[src/rtl/trace_capture_pkg.sv]
// Operation
// RQ1: Port width selectable one to four lines, default four.
// RQ2: Sample trace data on both trace clock edges.
// RQ3: Two nibbles per trace period form one byte.
// RQ4: Trace clock asynchronous; synchronise before use.
// RQ5: Buffered mode wraps, overwriting oldest entries.
// RQ6: Buffer readback only while target halted.
// RQ7: Streaming mode forwards bytes continuously, unbounded.
// RQ8: Adjustable sample delay after each clock edge.
// RQ9: Source defaults to pins; may select on-chip. There is no on-chip trace input here, so selecting it only stops capture.
// RQ10: On-chip source disables streaming mode.
// RQ11: Rising-edge nibble low, falling-edge nibble high.
package trace_capture_pkg;
  localparam int unsigned ADDR_W = 6;
  localparam logic [ADDR_W-1:0] OFS_CTRL = 6'h00;
  localparam logic [ADDR_W-1:0] OFS_STAT = 6'h04;
  localparam logic [ADDR_W-1:0] OFS_RDIDX = 6'h08;
  localparam logic [ADDR_W-1:0] OFS_RDDATA = 6'h0C;
  localparam logic [ADDR_W-1:0] OFS_STREAM = 6'h10;
  localparam int unsigned BUF_AW = 8;
  localparam int unsigned BUF_DEPTH = 256;
  localparam logic [2:0] WIDTH_RESET = 3'h4;
  localparam logic [3:0] DELAY_RESET = 4'h0;
  localparam logic [1:0] RESP_OKAY = 2'h0;
  localparam logic [1:0] RESP_SLVERR = 2'h2;
  localparam int unsigned CTRL_WIDTH_LSB = 0;
  localparam int unsigned CTRL_DELAY_LSB = 4;
  localparam int unsigned CTRL_STREAM_BIT = 8;
  localparam int unsigned CTRL_SOURCE_BIT = 9;
  localparam int unsigned CTRL_ENABLE_BIT = 10;
  typedef enum logic {SRC_PINS, SRC_ONCHIP} capture_source_t;
  typedef struct packed {
    logic enable;
    capture_source_t capture_source_select;
    logic stream_mode;
    logic [3:0] sample_delay_setting;
    logic [2:0] port_width_setting;
  } ctrl_t;
  typedef struct packed {
    logic valid;
    logic [7:0] data;
  } trace_byte_t;
endpackage

[src/rtl/trace_port_capture.sv]
// The address map and register access over AXI4-Lite were decided locally.
module trace_port_capture (
  input wire logic clk_sys_i,
  input wire logic resetn_i,
  input wire logic trace_port_clock_i,
  input wire logic [3:0] trace_data_lines_i,
  input wire logic target_halted_i,
  input wire logic [trace_capture_pkg::ADDR_W-1:0] awaddr_i,
  input wire logic awvalid_i,
  output logic awready_o,
  input wire logic [31:0] wdata_i,
  input wire logic [3:0] wstrb_i,
  input wire logic wvalid_i,
  output logic wready_o,
  output logic [1:0] bresp_o,
  output logic bvalid_o,
  input wire logic bready_i,
  input wire logic [trace_capture_pkg::ADDR_W-1:0] araddr_i,
  input wire logic arvalid_i,
  output logic arready_o,
  output logic [31:0] rdata_o,
  output logic [1:0] rresp_o,
  output logic rvalid_o,
  input wire logic rready_i,
  output logic [7:0] stream_data_o,
  output logic stream_valid_o
);
  trace_capture_pkg::ctrl_t ctrl;
  logic [1:0] clk_sync;
  logic clk_prev;
  logic [3:0] data_sync0;
  logic [3:0] data_sync1;
  logic [1:0] halt_sync;
  logic [3:0] dly_cnt;
  logic dly_busy;
  logic dly_rise;
  logic [3:0] low_nib;
  logic have_low;
  trace_capture_pkg::trace_byte_t cap;
  logic [7:0] buf_mem [trace_capture_pkg::BUF_DEPTH];
  logic [trace_capture_pkg::BUF_AW-1:0] wr_ptr;
  logic wrapped;
  logic [trace_capture_pkg::BUF_AW-1:0] rd_idx;
  logic [31:0] stream_count;
  logic aw_held;
  logic w_held;
  logic [trace_capture_pkg::ADDR_W-1:0] aw_addr;
  logic [31:0] w_data;
  logic [3:0] w_strb;
  logic edge_rise;
  logic edge_fall;
  logic buffered_on;
  logic streaming_on;

  function automatic logic [3:0] width_mask(input logic [2:0] w);
    logic [3:0] m;
    m = 4'h0;
    case (w)
      3'h1: m = 4'h1;
      3'h2: m = 4'h3;
      3'h3: m = 4'h7;
      default: m = 4'hF;
    endcase
    return m;
  endfunction

  // Trace clock and data are asynchronous and pass two flops first. [RQ4]
  always_ff @(posedge clk_sys_i or negedge resetn_i) begin
    if (!resetn_i) begin
      clk_sync <= 2'h0;
      clk_prev <= 1'b0;
      data_sync0 <= 4'h0;
      data_sync1 <= 4'h0;
      halt_sync <= 2'h0;
    end else begin
      clk_sync <= {clk_sync[0], trace_port_clock_i}; // [RQ4]
      clk_prev <= clk_sync[1];
      data_sync0 <= trace_data_lines_i;
      data_sync1 <= data_sync0;
      halt_sync <= {halt_sync[0], target_halted_i};
    end
  end

  assign edge_rise = clk_sync[1] && !clk_prev;
  assign edge_fall = !clk_sync[1] && clk_prev;
  // On-chip source leaves pin capture and streaming idle. [RQ9] [RQ10]
  assign buffered_on = ctrl.enable && ctrl.capture_source_select == trace_capture_pkg::SRC_PINS
    && !ctrl.stream_mode;
  assign streaming_on = ctrl.enable && ctrl.capture_source_select == trace_capture_pkg::SRC_PINS
    && ctrl.stream_mode; // [RQ10]

  // The sample point trails each clock edge by the programmed delay. A delay longer than half
  // a trace period loses the edge, so software must keep it short. [RQ8]
  always_ff @(posedge clk_sys_i or negedge resetn_i) begin
    if (!resetn_i) begin
      dly_cnt <= 4'h0;
      dly_busy <= 1'b0;
      dly_rise <= 1'b0;
    end else if (edge_rise || edge_fall) begin
      dly_cnt <= ctrl.sample_delay_setting; // [RQ8]
      dly_busy <= 1'b1;
      dly_rise <= edge_rise;
    end else if (dly_busy && dly_cnt != 4'h0) begin
      dly_cnt <= dly_cnt - 4'h1;
    end else begin
      dly_busy <= 1'b0;
    end
  end

  logic sample_now;
  assign sample_now = dly_busy && dly_cnt == 4'h0;

  // Sample on both edges and pair nibbles into bytes. [RQ2] [RQ3]
  always_ff @(posedge clk_sys_i or negedge resetn_i) begin
    if (!resetn_i) begin
      low_nib <= 4'h0;
      have_low <= 1'b0;
      cap <= '0;
    end else begin
      cap.valid <= 1'b0;
      if (sample_now && (buffered_on || streaming_on)) begin
        if (dly_rise) begin
          low_nib <= data_sync1 & width_mask(ctrl.port_width_setting); // [RQ11]
          have_low <= 1'b1;
        end else if (have_low) begin
          cap.data <= {data_sync1 & width_mask(ctrl.port_width_setting), low_nib}; // [RQ3] [RQ11]
          cap.valid <= 1'b1; // [RQ2]
          have_low <= 1'b0;
        end
      end else if (!(buffered_on || streaming_on)) begin
        have_low <= 1'b0;
      end
    end
  end

  // Circular store that overwrites the oldest byte once full. [RQ5]
  always_ff @(posedge clk_sys_i or negedge resetn_i) begin
    if (!resetn_i) begin
      wr_ptr <= '0;
      wrapped <= 1'b0;
    end else if (cap.valid && buffered_on) begin
      wr_ptr <= wr_ptr + 1'b1; // [RQ5]
      if (wr_ptr == trace_capture_pkg::BUF_AW'(trace_capture_pkg::BUF_DEPTH - 1)) begin
        wrapped <= 1'b1;
      end
    end
  end

  always_ff @(posedge clk_sys_i) begin
    if (cap.valid && buffered_on) begin
      buf_mem[wr_ptr] <= cap.data;
    end
  end

  // Streaming has no local store; every byte leaves at once. [RQ7]
  always_ff @(posedge clk_sys_i or negedge resetn_i) begin
    if (!resetn_i) begin
      stream_data_o <= 8'h00;
      stream_valid_o <= 1'b0;
      stream_count <= 32'h0;
    end else begin
      stream_valid_o <= cap.valid && streaming_on; // [RQ7]
      if (cap.valid && streaming_on) begin
        stream_data_o <= cap.data;
        stream_count <= stream_count + 32'h1;
      end
    end
  end

  // AXI4-Lite write: address and data taken in either order, then one response.
  always_ff @(posedge clk_sys_i or negedge resetn_i) begin
    if (!resetn_i) begin
      aw_held <= 1'b0;
      w_held <= 1'b0;
      aw_addr <= '0;
      w_data <= 32'h0;
      w_strb <= 4'h0;
      bvalid_o <= 1'b0;
      bresp_o <= trace_capture_pkg::RESP_OKAY;
      ctrl <= '{enable: 1'b0, capture_source_select: trace_capture_pkg::SRC_PINS,
        stream_mode: 1'b0, sample_delay_setting: trace_capture_pkg::DELAY_RESET,
        port_width_setting: trace_capture_pkg::WIDTH_RESET}; // [RQ1] [RQ9]
      rd_idx <= '0;
    end else begin
      if (awvalid_i && awready_o) begin
        aw_held <= 1'b1;
        aw_addr <= awaddr_i;
      end
      if (wvalid_i && wready_o) begin
        w_held <= 1'b1;
        w_data <= wdata_i;
        w_strb <= wstrb_i;
      end
      if (bvalid_o && bready_i) begin
        bvalid_o <= 1'b0;
      end
      if (aw_held && w_held && !bvalid_o) begin
        aw_held <= 1'b0;
        w_held <= 1'b0;
        bvalid_o <= 1'b1;
        bresp_o <= trace_capture_pkg::RESP_OKAY;
        case (aw_addr)
          trace_capture_pkg::OFS_CTRL: begin
            if (w_strb[0]) begin
              ctrl.port_width_setting <= (w_data[2:0] == 3'h0 || w_data[2:0] > 3'h4) ?
                trace_capture_pkg::WIDTH_RESET : w_data[2:0]; // [RQ1]
              ctrl.sample_delay_setting <= w_data[trace_capture_pkg::CTRL_DELAY_LSB +: 4];
            end
            if (w_strb[1]) begin
              ctrl.stream_mode <= w_data[trace_capture_pkg::CTRL_STREAM_BIT];
              ctrl.capture_source_select <=
                trace_capture_pkg::capture_source_t'(w_data[trace_capture_pkg::CTRL_SOURCE_BIT]);
              ctrl.enable <= w_data[trace_capture_pkg::CTRL_ENABLE_BIT];
            end
          end
          trace_capture_pkg::OFS_RDIDX: begin
            if (w_strb[0]) begin
              rd_idx <= w_data[trace_capture_pkg::BUF_AW-1:0];
            end
          end
          default: bresp_o <= trace_capture_pkg::RESP_SLVERR;
        endcase
      end
    end
  end

  assign awready_o = !aw_held && !bvalid_o;
  assign wready_o = !w_held && !bvalid_o;

  // AXI4-Lite read; buffer data is refused unless the target is halted. [RQ6]
  always_ff @(posedge clk_sys_i or negedge resetn_i) begin
    if (!resetn_i) begin
      rvalid_o <= 1'b0;
      rdata_o <= 32'h0;
      rresp_o <= trace_capture_pkg::RESP_OKAY;
    end else if (rvalid_o) begin
      if (rready_i) begin
        rvalid_o <= 1'b0;
      end
    end else if (arvalid_i) begin
      rvalid_o <= 1'b1;
      rresp_o <= trace_capture_pkg::RESP_OKAY;
      rdata_o <= 32'h0;
      case (araddr_i)
        // Readback follows the write layout, so the packed struct order is not reused.
        trace_capture_pkg::OFS_CTRL:
          rdata_o <= {21'h0, ctrl.enable, ctrl.capture_source_select, ctrl.stream_mode,
            ctrl.sample_delay_setting, 1'b0, ctrl.port_width_setting};
        trace_capture_pkg::OFS_STAT:
          rdata_o <= {20'h0, halt_sync[1], wrapped, 2'h0, wr_ptr};
        trace_capture_pkg::OFS_RDIDX: rdata_o <= {24'h0, rd_idx};
        trace_capture_pkg::OFS_RDDATA: begin
          if (halt_sync[1]) begin
            rdata_o <= {24'h0, buf_mem[rd_idx]}; // [RQ6]
          end else begin
            rresp_o <= trace_capture_pkg::RESP_SLVERR; // [RQ6]
          end
        end
        trace_capture_pkg::OFS_STREAM: rdata_o <= stream_count;
        default: rresp_o <= trace_capture_pkg::RESP_SLVERR;
      endcase
    end
  end

  assign arready_o = !rvalid_o;

  a_width_default: assert property (@(posedge clk_sys_i) $rose(resetn_i) |->
    ctrl.port_width_setting == 3'h4) else $error("width not four after reset"); // [RQ1]
  a_byte_pairs: assert property (@(posedge clk_sys_i) disable iff (!resetn_i)
    cap.valid |-> $past(sample_now) && !$past(dly_rise)) else $error("byte off fall"); // [RQ2]
  a_low_nibble: assert property (@(posedge clk_sys_i) disable iff (!resetn_i)
    cap.valid |-> cap.data[3:0] == $past(low_nib)) else $error("low nibble wrong"); // [RQ11]
  a_wrap_ptr: assert property (@(posedge clk_sys_i) disable iff (!resetn_i)
    cap.valid && buffered_on |=> wr_ptr == $past(wr_ptr) + 8'h1) else $error("no advance"); // [RQ5]
  a_halt_read: assert property (@(posedge clk_sys_i) disable iff (!resetn_i)
    arvalid_i && arready_o && araddr_i == trace_capture_pkg::OFS_RDDATA && !halt_sync[1]
    |=> rresp_o == trace_capture_pkg::RESP_SLVERR) else $error("read while running"); // [RQ6]
  a_stream_out: assert property (@(posedge clk_sys_i) disable iff (!resetn_i)
    cap.valid && streaming_on |=> stream_valid_o && stream_data_o == $past(cap.data))
    else $error("stream byte lost"); // [RQ7]
  a_onchip_quiet: assert property (@(posedge clk_sys_i) disable iff (!resetn_i)
    ctrl.capture_source_select == trace_capture_pkg::SRC_ONCHIP [*2] |-> !stream_valid_o)
    else $error("stream with on-chip source"); // [RQ10]
  a_delay_point: assert property (@(posedge clk_sys_i) disable iff (!resetn_i)
    edge_rise && ctrl.sample_delay_setting == 4'h2 && !edge_fall |=> !sample_now [*2])
    else $error("sampled too early"); // [RQ8]
  a_source_default: assert property (@(posedge clk_sys_i) $rose(resetn_i) |->
    ctrl.capture_source_select == trace_capture_pkg::SRC_PINS) else $error("bad source"); // [RQ9]
  a_sync_flow: assert property (@(posedge clk_sys_i) disable iff (!resetn_i)
    edge_rise |-> $past(clk_sync[0]) && !$past(clk_sync[0], 2)) else $error("edge without sync"); // [RQ4]

  c_stream: cover property (@(posedge clk_sys_i) stream_valid_o);
  c_wrap: cover property (@(posedge clk_sys_i) $rose(wrapped));
  c_halt_read: cover property (@(posedge clk_sys_i) rvalid_o && rresp_o == 2'h0 && halt_sync[1]);
endmodule

[config.mk]
export PLATFORM = sky130hd
export DESIGN_NAME = trace_port_capture
export DESIGN_NICKNAME = d
export VERILOG_FILES = /design/src/rtl/trace_capture_pkg.sv /design/src/rtl/trace_port_capture.sv
export SDC_FILE = /design/constraint.sdc
export NUM_CORES = 2
export LEC_CHECK = 0
export ABC_AREA = 1
export BUFFER_PORTS_ARGS = -buffer_cell sky130_fd_sc_hd__buf_2
export CAP_MARGIN = 20
export CELL_PAD_IN_SITES_DETAIL_PLACEMENT = 1
export CELL_PAD_IN_SITES_GLOBAL_PLACEMENT = 2
export CORE_MARGIN = 2
export CORE_UTILIZATION = 44
export CTS_CLUSTER_SIZE = 8
export DETAILED_ROUTE_END_ITERATION = 8
export PLACE_DENSITY_LB_ADDON = 0.12
export SKIP_LAST_GASP = 1
export SYNTH_ARGS = -nofsm -noshare
export SYNTH_HDL_FRONTEND = slang
export SYNTH_SLANG_ARGS = --single-unit
[constraint.sdc]
create_clock -name clk_sys_i -period 5.71 [get_ports clk_sys_i]
set_input_delay 1.142 -clock clk_sys_i [delete_from_list [all_inputs] [get_ports clk_sys_i]]
set_output_delay 1.142 -clock clk_sys_i [all_outputs]
set_load 0.02 [all_outputs]
* After elaboration in Yosys (flattened, before gate mapping)
Memories as Yosys holds them, arrays and structs flattened. Index checks and enable logic that the tools add are counted.
Storage, ports and cells: register bits 160, word-level logic and storage cells 132, input bits 61, memories 1, RAM bits 2048
Operators by class: bitwise operators 5, $add $sub $neg 3, mux-type cells 33, order comparisons 1, equality and inequality tests 11, reduce and logical (&&, ||, !) cells 45
Memories:
- buf_mem | words 256, width 8, rd ports 1, clocked after memory_dff 0, write ports 1, line trace_port_capture.sv:40 | logic [7:0] buf_mem [trace_capture_pkg::BUF_DEPTH];
Operators with widths (count):
- 32-bit case mux with 5 select lines | 1
- 32-bit by 1-bit adder with 32-bit output, second input constant | 1
- 4-bit 2-to-1 mux | 7
- 9-bit 2-to-1 mux | 3
- 6-bit by 4-bit == test with 1-bit output, second input constant | 3
- 1-bit logical AND | 17
- 1-bit 2-to-1 mux | 16
- 6-bit zero test | 2
- 4-bit case mux with 3 select lines | 1
- 3-bit AND reduction | 4
- 8-bit by 1-bit adder with 8-bit output, second input constant | 1
- 4-bit bitwise AND | 2
- 8-bit == test, second input constant | 1
- 8-bit 2-to-1 mux | 1
- 2-bit nonzero test | 4
- 1-bit zero test | 7
- 3-bit by 2-bit == test with 1-bit output, second input constant | 2
- 6-bit by 3-bit == test with 1-bit output, second input constant | 1
- 6-bit by 5-bit == test with 1-bit output, second input constant | 1
- 2-bit AND reduction | 3
- 4-bit zero test | 1
- 2-bit 2-to-1 mux | 2
- 2-bit case mux with 2 select lines | 1
- 4-bit nonzero test | 1
- other kinds (11) | 15

* Depth between registers and ports, before layout
depth after elaboration 10, depth in mapped cells 19

* Worst setup path after synthesis
OpenSTA, ideal clock, no wires.
kind register to register, start register cap[0] (netlist name), end memory buf_mem[0][0] (data pin), slack 1706 ps, arrival time 3198 ps, clock period less this slack 4004 ps, required time 4903 ps, stages on the path, launching flop included 1, path through dfrtp_1
RTL lines:
- start: declaration | line trace_port_capture.sv:39 | trace_capture_pkg::trace_byte_t cap;
- end: declaration | line trace_port_capture.sv:40
Straight into the memory's write port.

* Final worst setup path
start register rd_idx[0] (netlist name), end register rdata_o[1]
Between the ends: word-level cells in the longest chain between the ends 3
Ends and longest elaborated chain:
- start: declaration | line trace_port_capture.sv:43 | logic [trace_capture_pkg::BUF_AW-1:0] rd_idx;
- start signal: assignment | line trace_port_capture.sv:218 | rd_idx <= w_data[trace_capture_pkg::BUF_AW-1:0];
- memory read 256 x 8 bit
- 8-bit 2-to-1 mux | line trace_port_capture.sv:253 | if (halt_sync[1]) begin
- 32-bit case mux with 5 select lines | line trace_port_capture.sv:244 | case (araddr_i)
- end signal: assignment | line trace_port_capture.sv:247 | rdata_o <= {21'h0, ctrl.enable, ctrl.capture_source_select, ctrl.stream_mode,
- end signal: assignment | line trace_port_capture.sv:250 | rdata_o <= {20'h0, halt_sync[1], wrapped, 2'h0, wr_ptr};
- end signal: assignment | line trace_port_capture.sv:254 | rdata_o <= {24'h0, buf_mem[rd_idx]};
- end: declaration | line trace_port_capture.sv:21 | output logic [31:0] rdata_o,
No other way between the ends. A chain may end at the register's enable or synchronous reset.

==> metrics.cfg <==
[cts]
cts_resized=0
cts_tree=done
cts.sinks=2206
clock_latency_ns=0.94
path_clk_slew_ns=0.05
cts_buffer_depth=4
root_buffer=clkbuf_16
ctsHoldBuffers=0
ctsHtreeMaxLevel=5
cts_buffers=326
postCtsSetupRepairBufs=0

[yosys]
syn_avg_cell_area_um2=11.63
ys_top_cells_by_area=edfxtp_1, nand3_1, nand2_1, dfrtp_1, buf_2
yosysTopAreaCell=edfxtp_1
synth-seq-cells=2206
synth_edf_count=2048
ys_warn_count=0
synth_flop_cell=edfxtp_1
synth_top_area_share_pct=68.26
synthArstFlopShare_pct=7.162
syn_area_um2=90100
syn-instance-count=7746
synth.distinct_cells=49
ys_seq_area_share_pct=72.65

[timing]
period_needed_ns=4.411
tightestPinTransition_ns=1.189
finalCritPeriodShare_pct=77.25
finalSetupViolations=0
finalSetupTns_ns=0
fin_hold_ws_ns=0.1900
hold_viol_final=0
final_max_slew_viol_count=0
fmax_mhz=226.7
rsz0062_at_grt=false
finClkSkew_ns=0.04724
slew_headroom_pct=20.49

[setup_path]
cp.required_ns=6.53
reg2reg_depth=16
timing.rr.end=rdata_o[1]
cp.arrival_ns=5.23
r2r-start=rd_idx[0]
crit_start=rd_idx[0]
cp_max_fo=222
r2r_slack_ns=1.30
critPathKind=reg2reg
end_kind=flop
critPathLaunchType=flop

[die]
io_pins=111
die_y_um=456.5
coreArea_um2=204200
fp-row-count=166
die-area_um2=208400
start_util_pct=44.13
dieWidth_um=456.5

[power_and_ir_drop]
ir_drop_uv=444.0
p_leak_nw=34.62
power_density_nw_per_um2=504.2

[global_routing]
grtUsageTotal_pct=26.22
grt_pass1_vias=61610
antenna_found_initial=10
grt_first_pass_wirelength_um=407500
grt_overflow=0
grt_max_degree=223

[worst_hold_path]
hp-class=in2async

[final_layout]
multi_input_comb_area_um2=21760
design_area_um2=101300
layout.nets=7844
final_layout_size_suffix_gt1_share_pct=7.838
fin_cells=10513
ff_latch_area_um2=65500
area_growth_syn_to_layout_pct=12.46
mostFrequentLayoutCell=nand2_1
layout_common_cells=nand2_1, edfxtp_1, nand3_1
fill_cells=20958

[detailed_routing]
num_vias=59927
post-route-drc-count=0
dr.pass1.iters=6
ant_nets=0
vias_per_cell=5.700
wl_per_cell_um=26.09
drtIter0Drc=5157
routed_wl_um=274200

[placed_design]
hpwl_um=153900
placed_cell_area_um2=92800
dpl.cell_count=10134
gp_congestion=0.8072
port_buffers=85

[run_status]
outcome=finished clean

[run]
cap_violations=0

kinds of logic (layout without fill, tap and decap cells):
logic type	after synthesis	in the layout	share of synthesized area [%]
and+or+nand+nor	4789	4789	22.89
other	1	6	0.004162
muxes	11	11	0.1375
buffers and inverters	606	680	3.259
DFF	2206	2206	72.65
AOI/OAI and AO/OA	86	86	0.5680
xor gates and xnor gates	39	39	0.3875
adders and majority gates	8	8	0.1111
synth_stat cells, types with 5 or more instances:
| library cell | number |
|---|---|
| buf_2 | 263 |
| ha_1 | 8 |
| nand3_1 | 1971 |
| clkinv_1 | 5 |
| o21ai_0 | 36 |
| edfxtp_1 | 2048 |
| o22ai_1 | 10 |
| inv_1 | 95 |
| buf_1 | 54 |
| xor2_1 | 32 |
| nor2_2 | 5 |
| nand4_1 | 8 |
| a21oi_1 | 15 |
| dfrtp_1 | 157 |
| xnor2_1 | 6 |
| nand2_1 | 2453 |
| buf_6 | 18 |
| o31ai_1 | 11 |
| nor2_1 | 323 |
| buf_4 | 48 |
| mux2_2 | 11 |
| nor3_1 | 8 |
| clkbuf_1 | 118 |
flip-flops by register name (all words and copies together) (netlist names), 2 cells and up:
| signal | cells |
|---|---|
| ctrl | 10 |
| w_data | 11 |
| low_nib | 4 |
| dly_cnt | 4 |
| data_sync1 | 4 |
| cap | 9 |
| w_strb | 2 |
| clk_sync | 2 |
| stream_count | 32 |
| halt_sync | 2 |
| buf_mem | 2048 |
| rdata_o | 32 |
| wr_ptr | 8 |
| stream_data_o | 8 |
| aw_addr | 6 |
| data_sync0 | 4 |
| rd_idx | 8 |
worst max-delay path by stage:
stage                     depth (start not counted)            end  slack [ns]
after detailed placement                         16     rdata_o[1]        1.55
final                                            16     rdata_o[1]        1.30
after global placement                           16     rdata_o[1]        1.56
after global routing                             16     rdata_o[3]        1.21
after floorplan                                   0  buf_mem[0][0]        1.71
after CTS                                        16     rdata_o[3]        1.54
routing by layer:
metal	track usage [%]	wire length [um]
met2	41.99	130300
met5	0	0
met3	3.894	15340
met4	7.503	7010
met1	37.32	121600
layout make-up:
| class | count | share of cell area [%] |
|---|---|---|
| clock inverter | 9 | 0.09879 |
| timing repair buffer | 202 | 1.710 |
| inverter | 104 | 0.4408 |
| multi-input combinational | 4935 | 21.47 |
| antenna | 4 | 0.009879 |
| clock buffer | 365 | 8.301 |
| tap | 2688 | 3.319 |
| sequential | 2206 | 64.65 |
worst max-delay path, stage by stage (launching register included):
cell       delay (ns)
dfrtp_4          0.74
clkinv_16        0.52
buf_12           0.50
nand2_1          0.13
nand3_1          0.09
nand3_1          0.13
nand3_1          0.16
nand3_1          0.26
nand2_1          0.14
nand2_1          0.15
nand2_1          0.10
nand2_1          0.07
nand3_1          0.21
nand3_1          0.36
nand2_1          0.10
nand2_1          0.07
nand2_1          0.07
through the flow:
stage               worst slack [ns]  power, mW  util, %
CTS                            1.538      51.47    49.62
detailed placement             1.546      34.63    45.45
finish                         1.299      51.09    49.63
floorplan                      1.706      28.77        -
global placement               1.557      34.28    45.45
global route                   1.212      53.74    49.62
where the power goes:
part | switching [mW] | internal (mW) | leakage [nW] | total, mW
Sequential | 0.344 | 17.6 | 16.2 | 18.0
Clock | 6.55 | 10.2 | 4.17 | 16.8
Combinational | 12.0 | 4.34 | 14.3 | 16.3
Total | 18.9 | 32.2 | 34.6 | 51.1
(Power assumes the default switching activity.)
